## src/inc/scs_consts.vh

```
`ifndef SCS_CONSTS_VH
`define SCS_CONSTS_VH

// register byte offsets
`define SCS_OFF_SYS_MODE_REG 8'h00
`define SCS_OFF_TBC 8'h04
`define SCS_OFF_CFG 8'h08

// sys_mode_reg fields
`define SCS_SYS_MODE_REG_RESET 8'h03
`define SCS_SYS_MODE_REG_CKS_HI 7
`define SCS_SYS_MODE_REG_CKS_LO 5
`define SCS_SYS_MODE_REG_FAST_WAKEUP_ENABLE 4
`define SCS_SYS_MODE_REG_LTO 3
`define SCS_SYS_MODE_REG_HTO 2
`define SCS_SYS_MODE_REG_IDLEN 1
`define SCS_SYS_MODE_REG_HIGH_LOW_CLOCK_SEL 0

// timebase_ctrl_reg fields
`define SCS_TBC_RESET 8'h00
`define SCS_TBC_LXO_LOW_POWER_SEL 0

// configuration option register fields
`define SCS_CFG_RESET 8'h00
`define SCS_CFG_HS_HI 1
`define SCS_CFG_HS_LO 0
`define SCS_CFG_LS 2
`define SCS_CFG_SUB 3
`define SCS_CFG_TBC 4
`define SCS_CFG_WDT 5
`define SCS_CFG_MASK 8'h3f

// high-speed source codes
`define SCS_HS_XTAL 2'h0
`define SCS_HS_ERC 2'h1
`define SCS_HS_HS_INTERNAL_RC_OSC 2'h2

// start-up counts in source clock cycles
`define SCS_XTAL_WAIT 11'h400
`define SCS_LS_INTERNAL_RC_OSC_WAIT 11'h002
`define SCS_HRC_WAIT 11'h010

// divider field: codes below this one select the low clock unless high_low_clock_sel is set
`define SCS_CKS_FIRST_HS 3'h2
`define SCS_WDT_DIV_MAX 2'h3

`endif

```

## src/logic/scs_osc_sync.v

```verilog
`timescale 1ns/1ps
`default_nettype none
// three-stage sampler of an oscillator pin with rising-edge pulse
module scs_osc_sync (
	input wire clk_sys,
	input wire rst,
	input wire osc_in,
	output reg rise
);
	reg s1;
	reg s2;
	reg s3;
	reg lvl;

	always @(posedge clk_sys) begin
		if (rst) begin
			s1 <= 1'b0;
			s2 <= 1'b0;
			s3 <= 1'b0;
			lvl <= 1'b0;
			rise <= 1'b0;
		end else begin
			s1 <= osc_in;
			s2 <= s1;
			s3 <= s2;
			if (s2 == s3)
				lvl <= s3;
			rise <= (s2 == s3) && s3 && !lvl;
		end
	end
endmodule // scs_osc_sync
`default_nettype wire

```

## src/logic/scs_clock_ctrl.v

```verilog
`timescale 1ns/1ps
`default_nettype none
`include "scs_consts.vh"
module scs_clock_ctrl (
	input wire clk_sys,
	input wire rst,
	input wire wb_cyc_i,
	input wire wb_stb_i,
	input wire wb_we_i,
	input wire [7:0] wb_adr_i,
	input wire [3:0] wb_sel_i,
	input wire [31:0] wb_dat_i,
	output reg [31:0] wb_dat_o,
	output reg wb_ack_o,
	input wire hxt_in,
	input wire erc_in,
	input wire hs_internal_rc_osc_in,
	input wire lxt_in,
	input wire ls_internal_rc_osc_in,
	input wire halt_req,
	input wire wake_req,
	output reg sys_tick,
	output reg sub_tick,
	output reg timebase_tick,
	output reg wdt_tick,
	output reg hs_osc_enable,
	output reg lxt_enable,
	output reg ls_internal_rc_osc_enable,
	output reg lxo_low_power_sel,
	output reg ls_crystal_pins_gpio,
	output reg cpu_running
);
	localparam [1:0] ST_RUN = 2'h0;
	localparam [1:0] ST_IDLE = 2'h1;
	localparam [1:0] ST_SLEEP = 2'h2;

	// edge mask for the high-speed divider
	function [5:0] div_mask;
		input hl;
		input [2:0] cks;
		begin
			if (hl)
				div_mask = 6'h00;
			else begin
				case (cks)
				3'h2: div_mask = 6'h3f;
				3'h3: div_mask = 6'h1f;
				3'h4: div_mask = 6'h0f;
				3'h5: div_mask = 6'h07;
				3'h6: div_mask = 6'h03;
				3'h7: div_mask = 6'h01;
				default: div_mask = 6'h00;
				endcase
			end
		end
	endfunction

	// start-up counter step: stops at the target
	function [10:0] ready_step;
		input [10:0] cnt;
		input [10:0] target;
		input tick;
		begin
			if (tick && cnt < target)
				ready_step = cnt + 11'h001;
			else
				ready_step = cnt;
		end
	endfunction

	wire hxt_rise;
	wire erc_rise;
	wire hs_internal_rc_osc_rise;
	wire lxt_rise;
	wire ls_internal_rc_osc_rise;

	scs_osc_sync u_hxt (
		.clk_sys(clk_sys),
		.rst(rst),
		.osc_in(hxt_in),
		.rise(hxt_rise)
	);
	scs_osc_sync u_erc (
		.clk_sys(clk_sys),
		.rst(rst),
		.osc_in(erc_in),
		.rise(erc_rise)
	);
	scs_osc_sync u_hs_internal_rc_osc (
		.clk_sys(clk_sys),
		.rst(rst),
		.osc_in(hs_internal_rc_osc_in),
		.rise(hs_internal_rc_osc_rise)
	);
	scs_osc_sync u_lxt (
		.clk_sys(clk_sys),
		.rst(rst),
		.osc_in(lxt_in),
		.rise(lxt_rise)
	);
	scs_osc_sync u_ls_internal_rc_osc (
		.clk_sys(clk_sys),
		.rst(rst),
		.osc_in(ls_internal_rc_osc_in),
		.rise(ls_internal_rc_osc_rise)
	);

	reg [7:0] sys_mode_reg;
	reg [7:0] cfg_option_reg;
	reg [1:0] state;
	reg [10:0] hs_cnt;
	reg [10:0] lxt_cnt;
	reg [10:0] ls_internal_rc_osc_cnt;
	reg [5:0] hs_div_cnt;
	reg [1:0] wdt_div_cnt;
	reg fast_wake;

	wire [2:0] cks = sys_mode_reg[`SCS_SYS_MODE_REG_CKS_HI:`SCS_SYS_MODE_REG_CKS_LO];
	wire high_low_clock_sel = sys_mode_reg[`SCS_SYS_MODE_REG_HIGH_LOW_CLOCK_SEL];
	wire fast_wakeup_enable = sys_mode_reg[`SCS_SYS_MODE_REG_FAST_WAKEUP_ENABLE];
	wire idlen = sys_mode_reg[`SCS_SYS_MODE_REG_IDLEN];
	wire [1:0] hs_src = cfg_option_reg[`SCS_CFG_HS_HI:`SCS_CFG_HS_LO];
	wire ls_src = cfg_option_reg[`SCS_CFG_LS];
	wire sub_src = cfg_option_reg[`SCS_CFG_SUB];
	wire tbc_src = cfg_option_reg[`SCS_CFG_TBC];
	wire wdt_src = cfg_option_reg[`SCS_CFG_WDT];

	// high-speed source and its start-up length
	reg hs_rise;
	always @* begin
		case (hs_src)
		`SCS_HS_XTAL: hs_rise = hxt_rise;
		`SCS_HS_ERC: hs_rise = erc_rise;
		`SCS_HS_HS_INTERNAL_RC_OSC: hs_rise = hs_internal_rc_osc_rise;
		default: hs_rise = hs_internal_rc_osc_rise;
		endcase
	end
	wire [10:0] hs_target = (hs_src == `SCS_HS_XTAL) ?
		`SCS_XTAL_WAIT : `SCS_HRC_WAIT;

	wire hs_ready = (hs_cnt == hs_target);
	wire lxt_ready = (lxt_cnt == `SCS_XTAL_WAIT);
	wire ls_internal_rc_osc_ready = (ls_internal_rc_osc_cnt == `SCS_LS_INTERNAL_RC_OSC_WAIT);
	wire ls_ready = ls_src ? ls_internal_rc_osc_ready : lxt_ready;

	// a crystal edge counts only once the crystal has started
	wire lxt_ok = lxt_rise && lxt_ready;
	wire ls_internal_rc_osc_ok = ls_internal_rc_osc_rise && ls_internal_rc_osc_ready;
	wire ls_edge = ls_src ? ls_internal_rc_osc_ok : lxt_ok;
	wire sub_edge = sub_src ? ls_internal_rc_osc_ok : lxt_ok;
	wire tbc_edge = tbc_src ? ls_internal_rc_osc_ok : lxt_ok;

	wire sel_hs = high_low_clock_sel || (cks >= `SCS_CKS_FIRST_HS);
	wire [5:0] mask = div_mask(high_low_clock_sel, cks);
	wire hs_div_edge = hs_rise && ((hs_div_cnt & mask) == mask);

	reg next_sys;
	always @* begin
		if (sel_hs) begin
			if (hs_ready)
				next_sys = hs_div_edge;
			else if (fast_wake)
				next_sys = sub_edge;
			else
				next_sys = 1'b0;
		end else
			next_sys = ls_edge;
	end

	wire lxt_used = !ls_src || !sub_src || !tbc_src;
	wire asleep = (state == ST_SLEEP);
	wire running = (state == ST_RUN);

	// operating state and wake-up handling
	always @(posedge clk_sys) begin
		if (rst) begin
			state <= ST_RUN;
			fast_wake <= 1'b0;
		end else begin
			case (state)
			ST_RUN: begin
				if (halt_req)
					state <= idlen ? ST_IDLE : ST_SLEEP;
				if (hs_ready)
					fast_wake <= 1'b0;
			end
			ST_IDLE, ST_SLEEP: begin
				if (wake_req) begin
					state <= ST_RUN;
					fast_wake <= fast_wakeup_enable && sel_hs;
				end
			end
			default: state <= ST_RUN;
			endcase
		end
	end

	// start-up counters restart whenever the oscillator is stopped
	always @(posedge clk_sys) begin
		if (rst) begin
			hs_cnt <= 11'h000;
			lxt_cnt <= 11'h000;
			ls_internal_rc_osc_cnt <= 11'h000;
		end else begin
			if (!running || !sel_hs)
				hs_cnt <= 11'h000;
			else
				hs_cnt <= ready_step(hs_cnt, hs_target, hs_rise);
			if (asleep || !lxt_used)
				lxt_cnt <= 11'h000;
			else
				lxt_cnt <= ready_step(lxt_cnt, `SCS_XTAL_WAIT,
					lxt_rise);
			if (asleep)
				ls_internal_rc_osc_cnt <= 11'h000;
			else
				ls_internal_rc_osc_cnt <= ready_step(ls_internal_rc_osc_cnt, `SCS_LS_INTERNAL_RC_OSC_WAIT,
					ls_internal_rc_osc_rise);
		end
	end

	// divider counters
	always @(posedge clk_sys) begin
		if (rst) begin
			hs_div_cnt <= 6'h00;
			wdt_div_cnt <= 2'h0;
		end else begin
			if (!running || !sel_hs)
				hs_div_cnt <= 6'h00;
			else if (hs_rise)
				hs_div_cnt <= hs_div_cnt + 6'h01;
			if (running && next_sys)
				wdt_div_cnt <= wdt_div_cnt + 2'h1;
		end
	end

	// clock tick and oscillator control outputs
	always @(posedge clk_sys) begin
		if (rst) begin
			sys_tick <= 1'b0;
			sub_tick <= 1'b0;
			timebase_tick <= 1'b0;
			wdt_tick <= 1'b0;
			hs_osc_enable <= 1'b0;
			lxt_enable <= 1'b0;
			ls_internal_rc_osc_enable <= 1'b0;
			ls_crystal_pins_gpio <= 1'b0;
			cpu_running <= 1'b0;
		end else begin
			sys_tick <= running && next_sys;
			sub_tick <= !asleep && sub_edge;
			timebase_tick <= !asleep && tbc_edge;
			if (wdt_src)
				wdt_tick <= running && next_sys &&
					(wdt_div_cnt == `SCS_WDT_DIV_MAX);
			else
				wdt_tick <= !asleep && sub_edge;
			hs_osc_enable <= running && sel_hs;
			lxt_enable <= lxt_used && !asleep;
			ls_internal_rc_osc_enable <= !asleep;
			ls_crystal_pins_gpio <= !lxt_used;
			cpu_running <= running;
		end
	end

	// wishbone slave: one-cycle answer, writes land with ack
	wire wb_req = wb_cyc_i && wb_stb_i && !wb_ack_o;
	wire wb_wr = wb_req && wb_we_i && wb_sel_i[0];
	reg [7:0] rd_byte;
	always @* begin
		case (wb_adr_i)
		`SCS_OFF_SYS_MODE_REG: begin
			rd_byte = sys_mode_reg;
			rd_byte[`SCS_SYS_MODE_REG_LTO] = ls_ready;
			rd_byte[`SCS_SYS_MODE_REG_HTO] = hs_ready;
		end
		`SCS_OFF_TBC: begin
			rd_byte = `SCS_TBC_RESET;
			rd_byte[`SCS_TBC_LXO_LOW_POWER_SEL] = lxo_low_power_sel;
		end
		`SCS_OFF_CFG: rd_byte = cfg_option_reg;
		default: rd_byte = 8'h00;
		endcase
	end

	always @(posedge clk_sys) begin
		if (rst) begin
			wb_ack_o <= 1'b0;
			wb_dat_o <= 32'h0000_0000;
			sys_mode_reg <= `SCS_SYS_MODE_REG_RESET;
			cfg_option_reg <= `SCS_CFG_RESET;
			lxo_low_power_sel <= 1'b0;
		end else begin
			wb_ack_o <= wb_req;
			if (wb_req)
				wb_dat_o <= {24'h000000, rd_byte};
			if (wb_wr) begin
				case (wb_adr_i)
				`SCS_OFF_SYS_MODE_REG: begin
					sys_mode_reg <= wb_dat_i[7:0];
					sys_mode_reg[`SCS_SYS_MODE_REG_LTO] <= 1'b0;
					sys_mode_reg[`SCS_SYS_MODE_REG_HTO] <= 1'b0;
				end
				`SCS_OFF_TBC:
					// software raises this once the crystal settled
					lxo_low_power_sel <=
						wb_dat_i[`SCS_TBC_LXO_LOW_POWER_SEL];
				`SCS_OFF_CFG:
					cfg_option_reg <= wb_dat_i[7:0] & `SCS_CFG_MASK;
				default: ;
				endcase
			end
		end
	end
endmodule // scs_clock_ctrl
`default_nettype wire

```

## config.mk

```make
export PLATFORM = sky130hd
export DESIGN_NAME = scs_clock_ctrl
export DESIGN_NICKNAME = d
export VERILOG_FILES = /design/src/logic/scs_osc_sync.v /design/src/logic/scs_clock_ctrl.v
export VERILOG_INCLUDE_DIRS = /design/src /design/src/inc
export SDC_FILE = /design/constraint.sdc
export NUM_CORES = 1
export LEC_CHECK = 0
export ABC_AREA = 0
export BUFFER_PORTS_ARGS = -buffer_cell sky130_fd_sc_hd__buf_4
export CORE_MARGIN = 2
export CORE_UTILIZATION = 30
export DETAILED_ROUTE_END_ITERATION = 6
export HOLD_SLACK_MARGIN = 0.05
export PLACE_DENSITY = 0.55
export SYNTH_ARGS = -nofsm -noshare
export SYNTH_HDL_FRONTEND = slang
export SYNTH_SLANG_ARGS = --single-unit
```

## constraint.sdc

```tcl
create_clock -name clk_sys -period 3.4 [get_ports clk_sys]
set_clock_uncertainty 0.15 [all_clocks]
set_input_delay 0.34 -clock clk_sys [delete_from_list [all_inputs] [get_ports clk_sys]]
set_output_delay 0.34 -clock clk_sys [all_outputs]
set_load 0.03 [all_outputs]
```

# --- Word-level counts from Yosys, hierarchy flattened ---
# Cells that the tools add are included.
word_totals:
  reg_bits: 100
  latchBits: 0
  ram_bits: 0
  romBits: 0
  input_bits: 56
  wordCells: 158
  memories: 0
classes:
  addsub: 5
  n_mul: 0
  n_div: 0
  order_cmp: 4
  n_eq_ne: 24
  shift: 0
  n_mux: 20
  bitwise: 1
  reduce_logical: 58
op_table:
  columns: ["operator", "count"]
  rows:
  - ["case mux 6 bit (6 select lines)", 1]
  - ["adder 11 x 1 -> 11 bit, second input constant", 3]
  - ["logical AND 1 bit", 27]
  - ["case mux 8 bit (3 select lines)", 1]
  - ["zero test 1 bit", 13]
  - ["== test 3 bit, second input constant", 4]
  - ["== test 11 bit", 1]
  - ["== test 11 bit, second input constant", 1]
  - ["== test 11 x 2 -> 1 bit, second input constant", 1]
  - ["less-than comparator 11 bit", 1]
  - ["less-than comparator 11 bit, second input constant", 1]
  - ["less-than comparator 11 x 2 -> 1 bit, second input constant", 1]
  - ["2-to-1 mux 11 bit", 1]
  - ["2-to-1 mux 1 bit", 10]
  - ["== test 8 x 3 -> 1 bit, second input constant", 1]
  - ["== test 8 x 4 -> 1 bit, second input constant", 1]
  - ["zero test 8 bit", 1]
  - ["AND reduction 2 bit", 4]
  - ["OR reduction 2 bit", 4]
  - ["adder 6 x 1 -> 6 bit, second input constant", 1]
  - ["bitwise AND 6 bit", 1]
  - ["== test 3 x 2 -> 1 bit, second input constant", 2]
  - ["== test 6 bit", 1]
  - ["2-to-1 mux 2 bit", 3]
  - ["other kinds (13)", 27]

# --- Longest topological paths before layout ---
# Gate-level depths: netlist (run 1).
depth:
  ltp_word: 11
  ltp_mapped: 9
  depth_no_buf: 8

# --- Cells and area by module ---
# A second synthesis (run 1) with hierarchy kept.
unflattened:
  cells_unflattened: 451
  hier_area_um2: 4242.8
by_module_without_submodules:
  columns: ["module", "n_inst", "cells_per_inst", "area_each_um2", "seq_area_each_um2"]
  rows:
  - ["scs_clock_ctrl", 1, 391, 3454.6, 1501.4]
  - ["scs_osc_sync", 5, 12, 157.7, 100.1]

# --- Worst setup path before layout (run 1) ---
# OpenSTA, ideal clock, no wires.
synth_timing:
  kind: "register to register"
  from: "register cfg_option_reg[0]"
  to: "register wdt_div_cnt[0]"
  arrival_time_ps: 2194
  slack_ps: 935
  path_stages_with_launch: 9
  synth_period_minus_slack_ps: 2465
  path_cell_list: "dfxtp_1 > or2_2 > ha_1 > nand2_1 > nor3_1 > nand4_1 > or3b_1 > a31oi_2 > mux2_2"
synth_via:
  elab_chain_len: 6
  elab_cells_between_ends: 9
  cone_classes: "eq/ne (2); mux (4); reduce/logical (3)"
synth_rtl:
  columns: ["item", "line_no", "rtl"]
  rows:
  - ["start, declared", "scs_clock_ctrl.v:109", "reg [7:0] cfg_option_reg;"]
  - ["start signal, assigned", "scs_clock_ctrl.v:291", "cfg_option_reg <= `SCS_CFG_RESET;"]
  - ["start signal, assigned", "scs_clock_ctrl.v:309", "cfg_option_reg <= wb_dat_i[7:0] & `SCS_CFG_MASK;"]
  - ["zero test 2 bit / == test 2 x 1 -> 1 bit (equally long branches)", "scs_clock_ctrl.v:131", "case (hs_src)"]
  - ["2-to-1 mux 11 bit (no source line) / case mux 1 bit (2 select lines) (equally long branches)", null, null]
  - ["== test 11 bit / logical AND 1 bit (equally long branches)", "scs_clock_ctrl.v:141, scs_clock_ctrl.v:155", null]
  - ["2-to-1 mux 1 bit *", "scs_clock_ctrl.v:160", "if (hs_ready)"]
  - ["2-to-1 mux 1 bit *", "scs_clock_ctrl.v:159", "if (sel_hs) begin"]
  - ["logical AND 1 bit *", "scs_clock_ctrl.v:232", "if (running && next_sys)"]
  - ["end signal, assigned", "scs_clock_ctrl.v:233", "wdt_div_cnt <= wdt_div_cnt + 2'h1;"]
  - ["end, declared", "scs_clock_ctrl.v:115", "reg [1:0] wdt_div_cnt;"]
# Every way passes the cells marked *; elsewhere a longest branch is shown, timed or not.
# A chain may end at the register's enable or synchronous reset.

# --- Worst setup path in the final report (run 1) ---
# Same ends and word-level chain as after synthesis.

==> run metrics, run 1 <==
Syn-to-layout area delta=17.6%; first-pass GRT wire length=14100 µm; layout cells sized above 1=0.146; Final Hold Viols=0; vias per inst=4.52; power per cell area=472 nW/µm²; # DRC=0; slowest stage cell, crit path=or3b_1; register area share after synthesis=0.478; Final Cycle Share=0.804; initial DRC count=142; outcome=completed; CTS H-tree depth=3; fin crit period=2.74 ns; final antenna-violating net count=0; ys async rst share=0; # diodes=0; Max rail drop VDD=0.258 mV; CTS tree=built; critical path peak fanout=4; Critical Path AT=2.81 ns; Placer Congestion=0.760; hold buffers post-CTS=0; Final Instance Area=4930 µm²; DR pass1 iterations=4; Die Wd=122 µm; maxcap violations=0; later-pin clock latency in the skew report=0.34 ns; total gr overflow=0; routed vias=3134; top flop regs=hs_cnt: 11 flops, ls_internal_rc_osc_cnt: 11 flops, lxt_cnt: 11 flops; overall routing resource usage=0.122; clk slew on worst S/H paths=0.08 ns; P_leak=2.06 nW; io pins=99; Slew Limit Fails=0; Syn Inst Count=462; die area=14900 µm²; EDFF count, synth=0; fin util=0.358; Top FF cell, synth=dfxtp_1; Nets=581; starting density of the core=0.304; hold depth=2; dpl hpwl=6310 µm; Clock Sink Count=100; Bufs on Longest Clock Path=2; DP Area=4640 µm²; pin count of the biggest net entering global routing=55; Syn Std Cell Area=4190 µm²; vias in the first global route=2959; die height=122 µm; startpoint types=flop; routed len/inst=12.3 µm; total setup buffers inserted after CTS=0; Seq cells post-synth=100; sum of negative setup slack=0 ns; RSZ-0062 raised after global routing=no; Routed WL=8550 µm; Worst slew margin=0.584; row cnt=43; core area=13800 µm²; worst min path class=primary input to flop; final std cells w/o fill=693; Setup crit end kind=flop; CTS buffer count=9; Reg2Reg Depth=8; yosys warns=0; CP Data Required Time=3.48 ns; initial antenna violation count=0; # resized after CTS=0; Avg Inst Size Synth=9.07 µm²; DP Cell Count=677; CP max stage delay=0.44 ns; synth unique cells=42; Max Fclk=366 MHz; Root Driver=clkbuf_16; IO buf count=47; final setup violation count=0; CP Class=flop to flop; Least-Margin Pin Slew=0.622 ns; CP Cell Sequence=or2_2 -> ha_1 -> nand2_1 -> nor3_1 -> nand4_1 -> or3b_1 -> a31oi_2 -> mux2_2
[layout make-up]
type                    count  area [µm²]
fillers                  1414        8840
flip-flops and latches    100        2000
multi-input cells         327        1970
repair buffers             48         360
clock buffers              10         239
well taps                 180         225
inverters                  22        82.6
clock inverters             6        53.8
[layout by cell type, fill, tap and decap left out, types with 6 or more instances in the layout]
cell type,n
xnor2_1,7
inv_1,22
nor3_1,6
nor2_1,57
or3_1,12
nor2b_1,19
clkbuf_16,9
and2_1,10
nand2_1,35
ha_1,17
a21oi_1,27
nand4_1,9
xor2_1,8
conb_1,24
o21ai_0,17
dfxtp_1,100
mux2i_1,23
buf_4,48
nand3_1,16
[metrics by stage]
stage / total power, W / setup slack [ns] / hold WS (ns)
finish: 0.00233 / 0.665 / 0.0586
global placement: 0.00135 / 0.707 / 0.256
detailed placement: 0.00136 / 0.683 / 0.262
floorplan: 0.00133 / 0.935 / 0.248
CTS: 0.00236 / 0.662 / 0.0532
global route: 0.00242 / 0.521 / 0.0584
[where the power goes]
| group | internal (W) | total [W] | switching (W) |
|---|---|---|---|
| clock | 0.000532 | 0.000999 | 0.000467 |
| sequential | 0.00118 | 0.00119 | 0.00000506 |
| combinational | 0.0000436 | 0.000138 | 0.0000941 |
[routing by layer]
metal / GRT usage / vias up / wire length [µm]
li1: - / 1608 / -
met4: 0.0460 / 0 / 121
met1: 0.151 / 1448 / 3970
met2: 0.202 / 70 / 4130
met5: 0 / - / 0
met3: 0.0351 / 8 / 332
[final timing paths]
check                                       from                                 end  slack, ns
hold / removal             ls_internal_rc_osc_in  u_ls_internal_rc_osc.s1$_SDFF_PP0_       0.06
setup reg to reg  cfg_option_reg[0]$_SDFFE_PP0P_         wdt_div_cnt[0]$_SDFFE_PP0P_       0.66
hold reg to reg           u_erc.lvl$_SDFFE_PP0N_               u_erc.rise$_SDFF_PP0_       0.27
setup / recovery  cfg_option_reg[0]$_SDFFE_PP0P_         wdt_div_cnt[0]$_SDFFE_PP0P_       0.66
[worst max-delay path: cells and delay by family, from the launching register on]
kind	cells	cell delay (ns)
AND/OR/NAND/NOR	5	1.17
AO/OA/AOI/OAI	1	0.29
multiplexers	1	0.37
flip-flops	1	0.34
adder cells (fa/ha/maj)	1	0.30
[cell families after synthesis]
family / Yosys count / share of synthesized area
other: 1 / 0.000895
muxes: 27 / 0.0657
and+or+nand+nor: 187 / 0.221
adders and majority gates: 17 / 0.0508
DFF: 100 / 0.478
AOI/OAI and AO/OA: 57 / 0.0788
buffers and inverters: 58 / 0.0738
xor gates and xnor gates: 15 / 0.0314
[cells in the mapped netlist, types with 2 or more instances]
cell      count  area (µm²)
dfxtp_1     100        2000
nor2_1       57         214
nand2_1      35         131
a21oi_1      27         135
buf_4        24         180
mux2i_1      23         230
inv_1        22        82.6
nor2b_1      19         119
ha_1         17         213
o21ai_0      17        85.1
nand3_1      16        80.1
or3_1        12        75.1
and2_1       10        62.6
clkbuf_1     10        37.5
nand4_1       9        56.3
xor2_1        8        70.1
xnor2_1       7        61.3
nor3_1        6        30.0
and3_1        5        31.3
nor3b_1       5        37.5
nor4_1        5        31.3
mux2_2        4        45.0
or2_2         3        18.8
nand2b_1      2        12.5
o22ai_1       2        12.5
Note: power is estimated with default switching activity, not from simulation.
==> run 2, diff against run 1 <==
- clock period: 3.4 -> 2.7 ns (I/O delays scaled with it)
==> run metrics, run 2 (same netlist as run 1, synthesis figures left out) <==
outcome=completed (unchanged); Filler cells=1419 (was 1414); wl on met1=4080 µm (was 3970 µm); vias per inst=4.50 (was 4.52); Power Total=0.00293 W (was 0.00233 W); die height=122 µm (unchanged); startpoint types=flop (unchanged); initial DRC count=151 (was 142); critical path peak fanout=4 (unchanged); Max rail drop VDD=0.257 mV (was 0.258 mV); commonest cells after routing, fill and taps aside=100 x dfxtp_1, 57 x nor2_1, 53 x buf_4, 35 x nand2_1, 27 x a21oi_1 (was 100 x dfxtp_1, 57 x nor2_1, 48 x buf_4, 35 x nand2_1, 27 x a21oi_1); CTS tree=built (unchanged); Syn-to-layout area delta=21.6% (was 17.6%); Reg area=2000 µm² (unchanged); CTS H-tree depth=3 (unchanged); dpl hpwl=6470 µm (was 6310 µm); fin util=0.370 (was 0.358); Worst slew margin=0.588 (was 0.584); power per cell area=576 nW/µm² (was 472 nW/µm²); RSZ-0062 raised after global routing=no (unchanged); core area=13800 µm² (unchanged); fin crit period=2.55 ns (was 2.74 ns); DR top layer=met4 (unchanged); final setup violation count=0 (unchanged); total gr overflow=0 (unchanged); later-pin clock latency in the skew report=0.35 ns (was 0.34 ns); starting density of the core=0.304 (unchanged); maxcap violations=0 (unchanged); DP Area=4670 µm² (was 4640 µm²); Die Wd=122 µm (unchanged); routed len/inst=12.3 µm (about the same); Setup crit end kind=flop (unchanged); initial antenna violation count=0 (unchanged); Routed WL=8760 µm (was 8550 µm); CP Class=flop to flop (unchanged); P_leak=2.14 nW (was 2.06 nW); # DRC=0 (unchanged); most common cell after layout, fill and taps aside=dfxtp_1 (unchanged); clk slew on worst S/H paths=0.07 ns (was 0.08 ns); multi-input logic area=1970 µm² (unchanged); Placer Congestion=0.761 (was 0.760); first-pass GRT wire length=14500 µm (was 14100 µm); DP Cell Count=682 (was 677); Critical Path AT=2.63 ns (was 2.81 ns); Bufs on Longest Clock Path=2 (unchanged); final std cells w/o fill=711 (was 693); sum of negative setup slack=0 ns (unchanged); Least-Margin Pin Slew=0.617 ns (was 0.622 ns); Max Fclk=392 MHz (was 366 MHz); worst min path class=primary input to flop (unchanged); Slew Limit Fails=0 (unchanged); layout cells sized above 1=0.145 (was 0.146); Root Driver=clkbuf_16 (unchanged); Final Cycle Share=0.945 (was 0.804); Final Hold Viols=0 (unchanged); io pins=99 (unchanged); Nets=600 (was 581); die area=14900 µm² (unchanged); Clock Sink Count=100 (unchanged); total setup buffers inserted after CTS=0 (unchanged); top flop regs=hs_cnt: 11 flops, ls_internal_rc_osc_cnt: 11 flops, lxt_cnt: 11 flops (unchanged); pin count of the biggest net entering global routing=53 (was 55); vias in the first global route=3022 (was 2959); final antenna-violating net count=0 (unchanged); overall routing resource usage=0.126 (was 0.122); met2 routed WL=4180 µm (was 4130 µm); Final Instance Area=5100 µm² (was 4930 µm²); IO buf count=47 (unchanged); CP Data Required Time=2.78 ns (was 3.48 ns); Met3 Wirelength=296 µm (was 332 µm); row cnt=43 (unchanged); # diodes=0 (unchanged); CTS buffer count=9 (unchanged); routed vias=3203 (was 3134); DR pass1 iterations=4 (unchanged)
==> run 2: report_power, final <==
part / internal, W / switching, W / total, W
clock network: 0.000713 / 0.000531 / 0.00124
registers: 0.00149 / 0.00000624 / 0.00150
logic: 0.0000692 / 0.000123 / 0.000192
total: 0.00227 / 0.000660 / 0.00293
==> run 2: critical path: stages (launching register included) <==
cell and delay [ns]:
dfxtp_1 0.35, or2_2 0.33, ha_1 0.30, nand2_1 0.06, nor3_1 0.12, nand4_1 0.15, or3b_1 0.40, a31oi_2 0.23
mux2_2 0.36
==> run 2: per-layer routing <==
metal  up-vias  GRT usage
li1       1645          -
met1      1490      0.155
met2        56      0.208
met3        12     0.0253
met4         0     0.0668
met5         -          0
==> run 2: final timing paths <==
check | startpoint | to | slack, ns | cells past startpoint
setup / recovery | cfg_option_reg[0]$_SDFFE_PP0P_ | wdt_div_cnt[0]$_SDFFE_PP0P_ | 0.15 | 8
hold / removal | halt_req | state[0]$_SDFFE_PP0P_ | 0.08 | 3
setup reg to reg | cfg_option_reg[0]$_SDFFE_PP0P_ | wdt_div_cnt[0]$_SDFFE_PP0P_ | 0.15 | 8
hold reg to reg | u_ls_internal_rc_osc.lvl$_SDFFE_PP0N_ | u_ls_internal_rc_osc.rise$_SDFF_PP0_ | 0.27 | 1
==> run 2: stage by stage <==
step	setup slack [ns]	hold WS (ns)
2_1_floorplan	0.235	0.245
3_3_place_gp	0.195	0.258
3_5_place_dp	0.150	0.259
4_1_cts	0.134	0.0709
5_1_grt	0.0176	0.0895
6_report	0.150	0.0842
==> run 2: timing repair <==
action,in CTS,in global routing
endpoints found under the hold margin,18,0
hold buffers,14,0
gates resized for setup,0,0
==> run 2: layout make-up <==
type                            count  area share
Timing Repair Buffer               67       0.106
Sequential cell                   100       0.393
Inverter                           22      0.0162
Clock buffer                       11      0.0457
Multi-Input combinational cell    327       0.386
Clock inverter                      4      0.0101
Tap cell                          180      0.0442
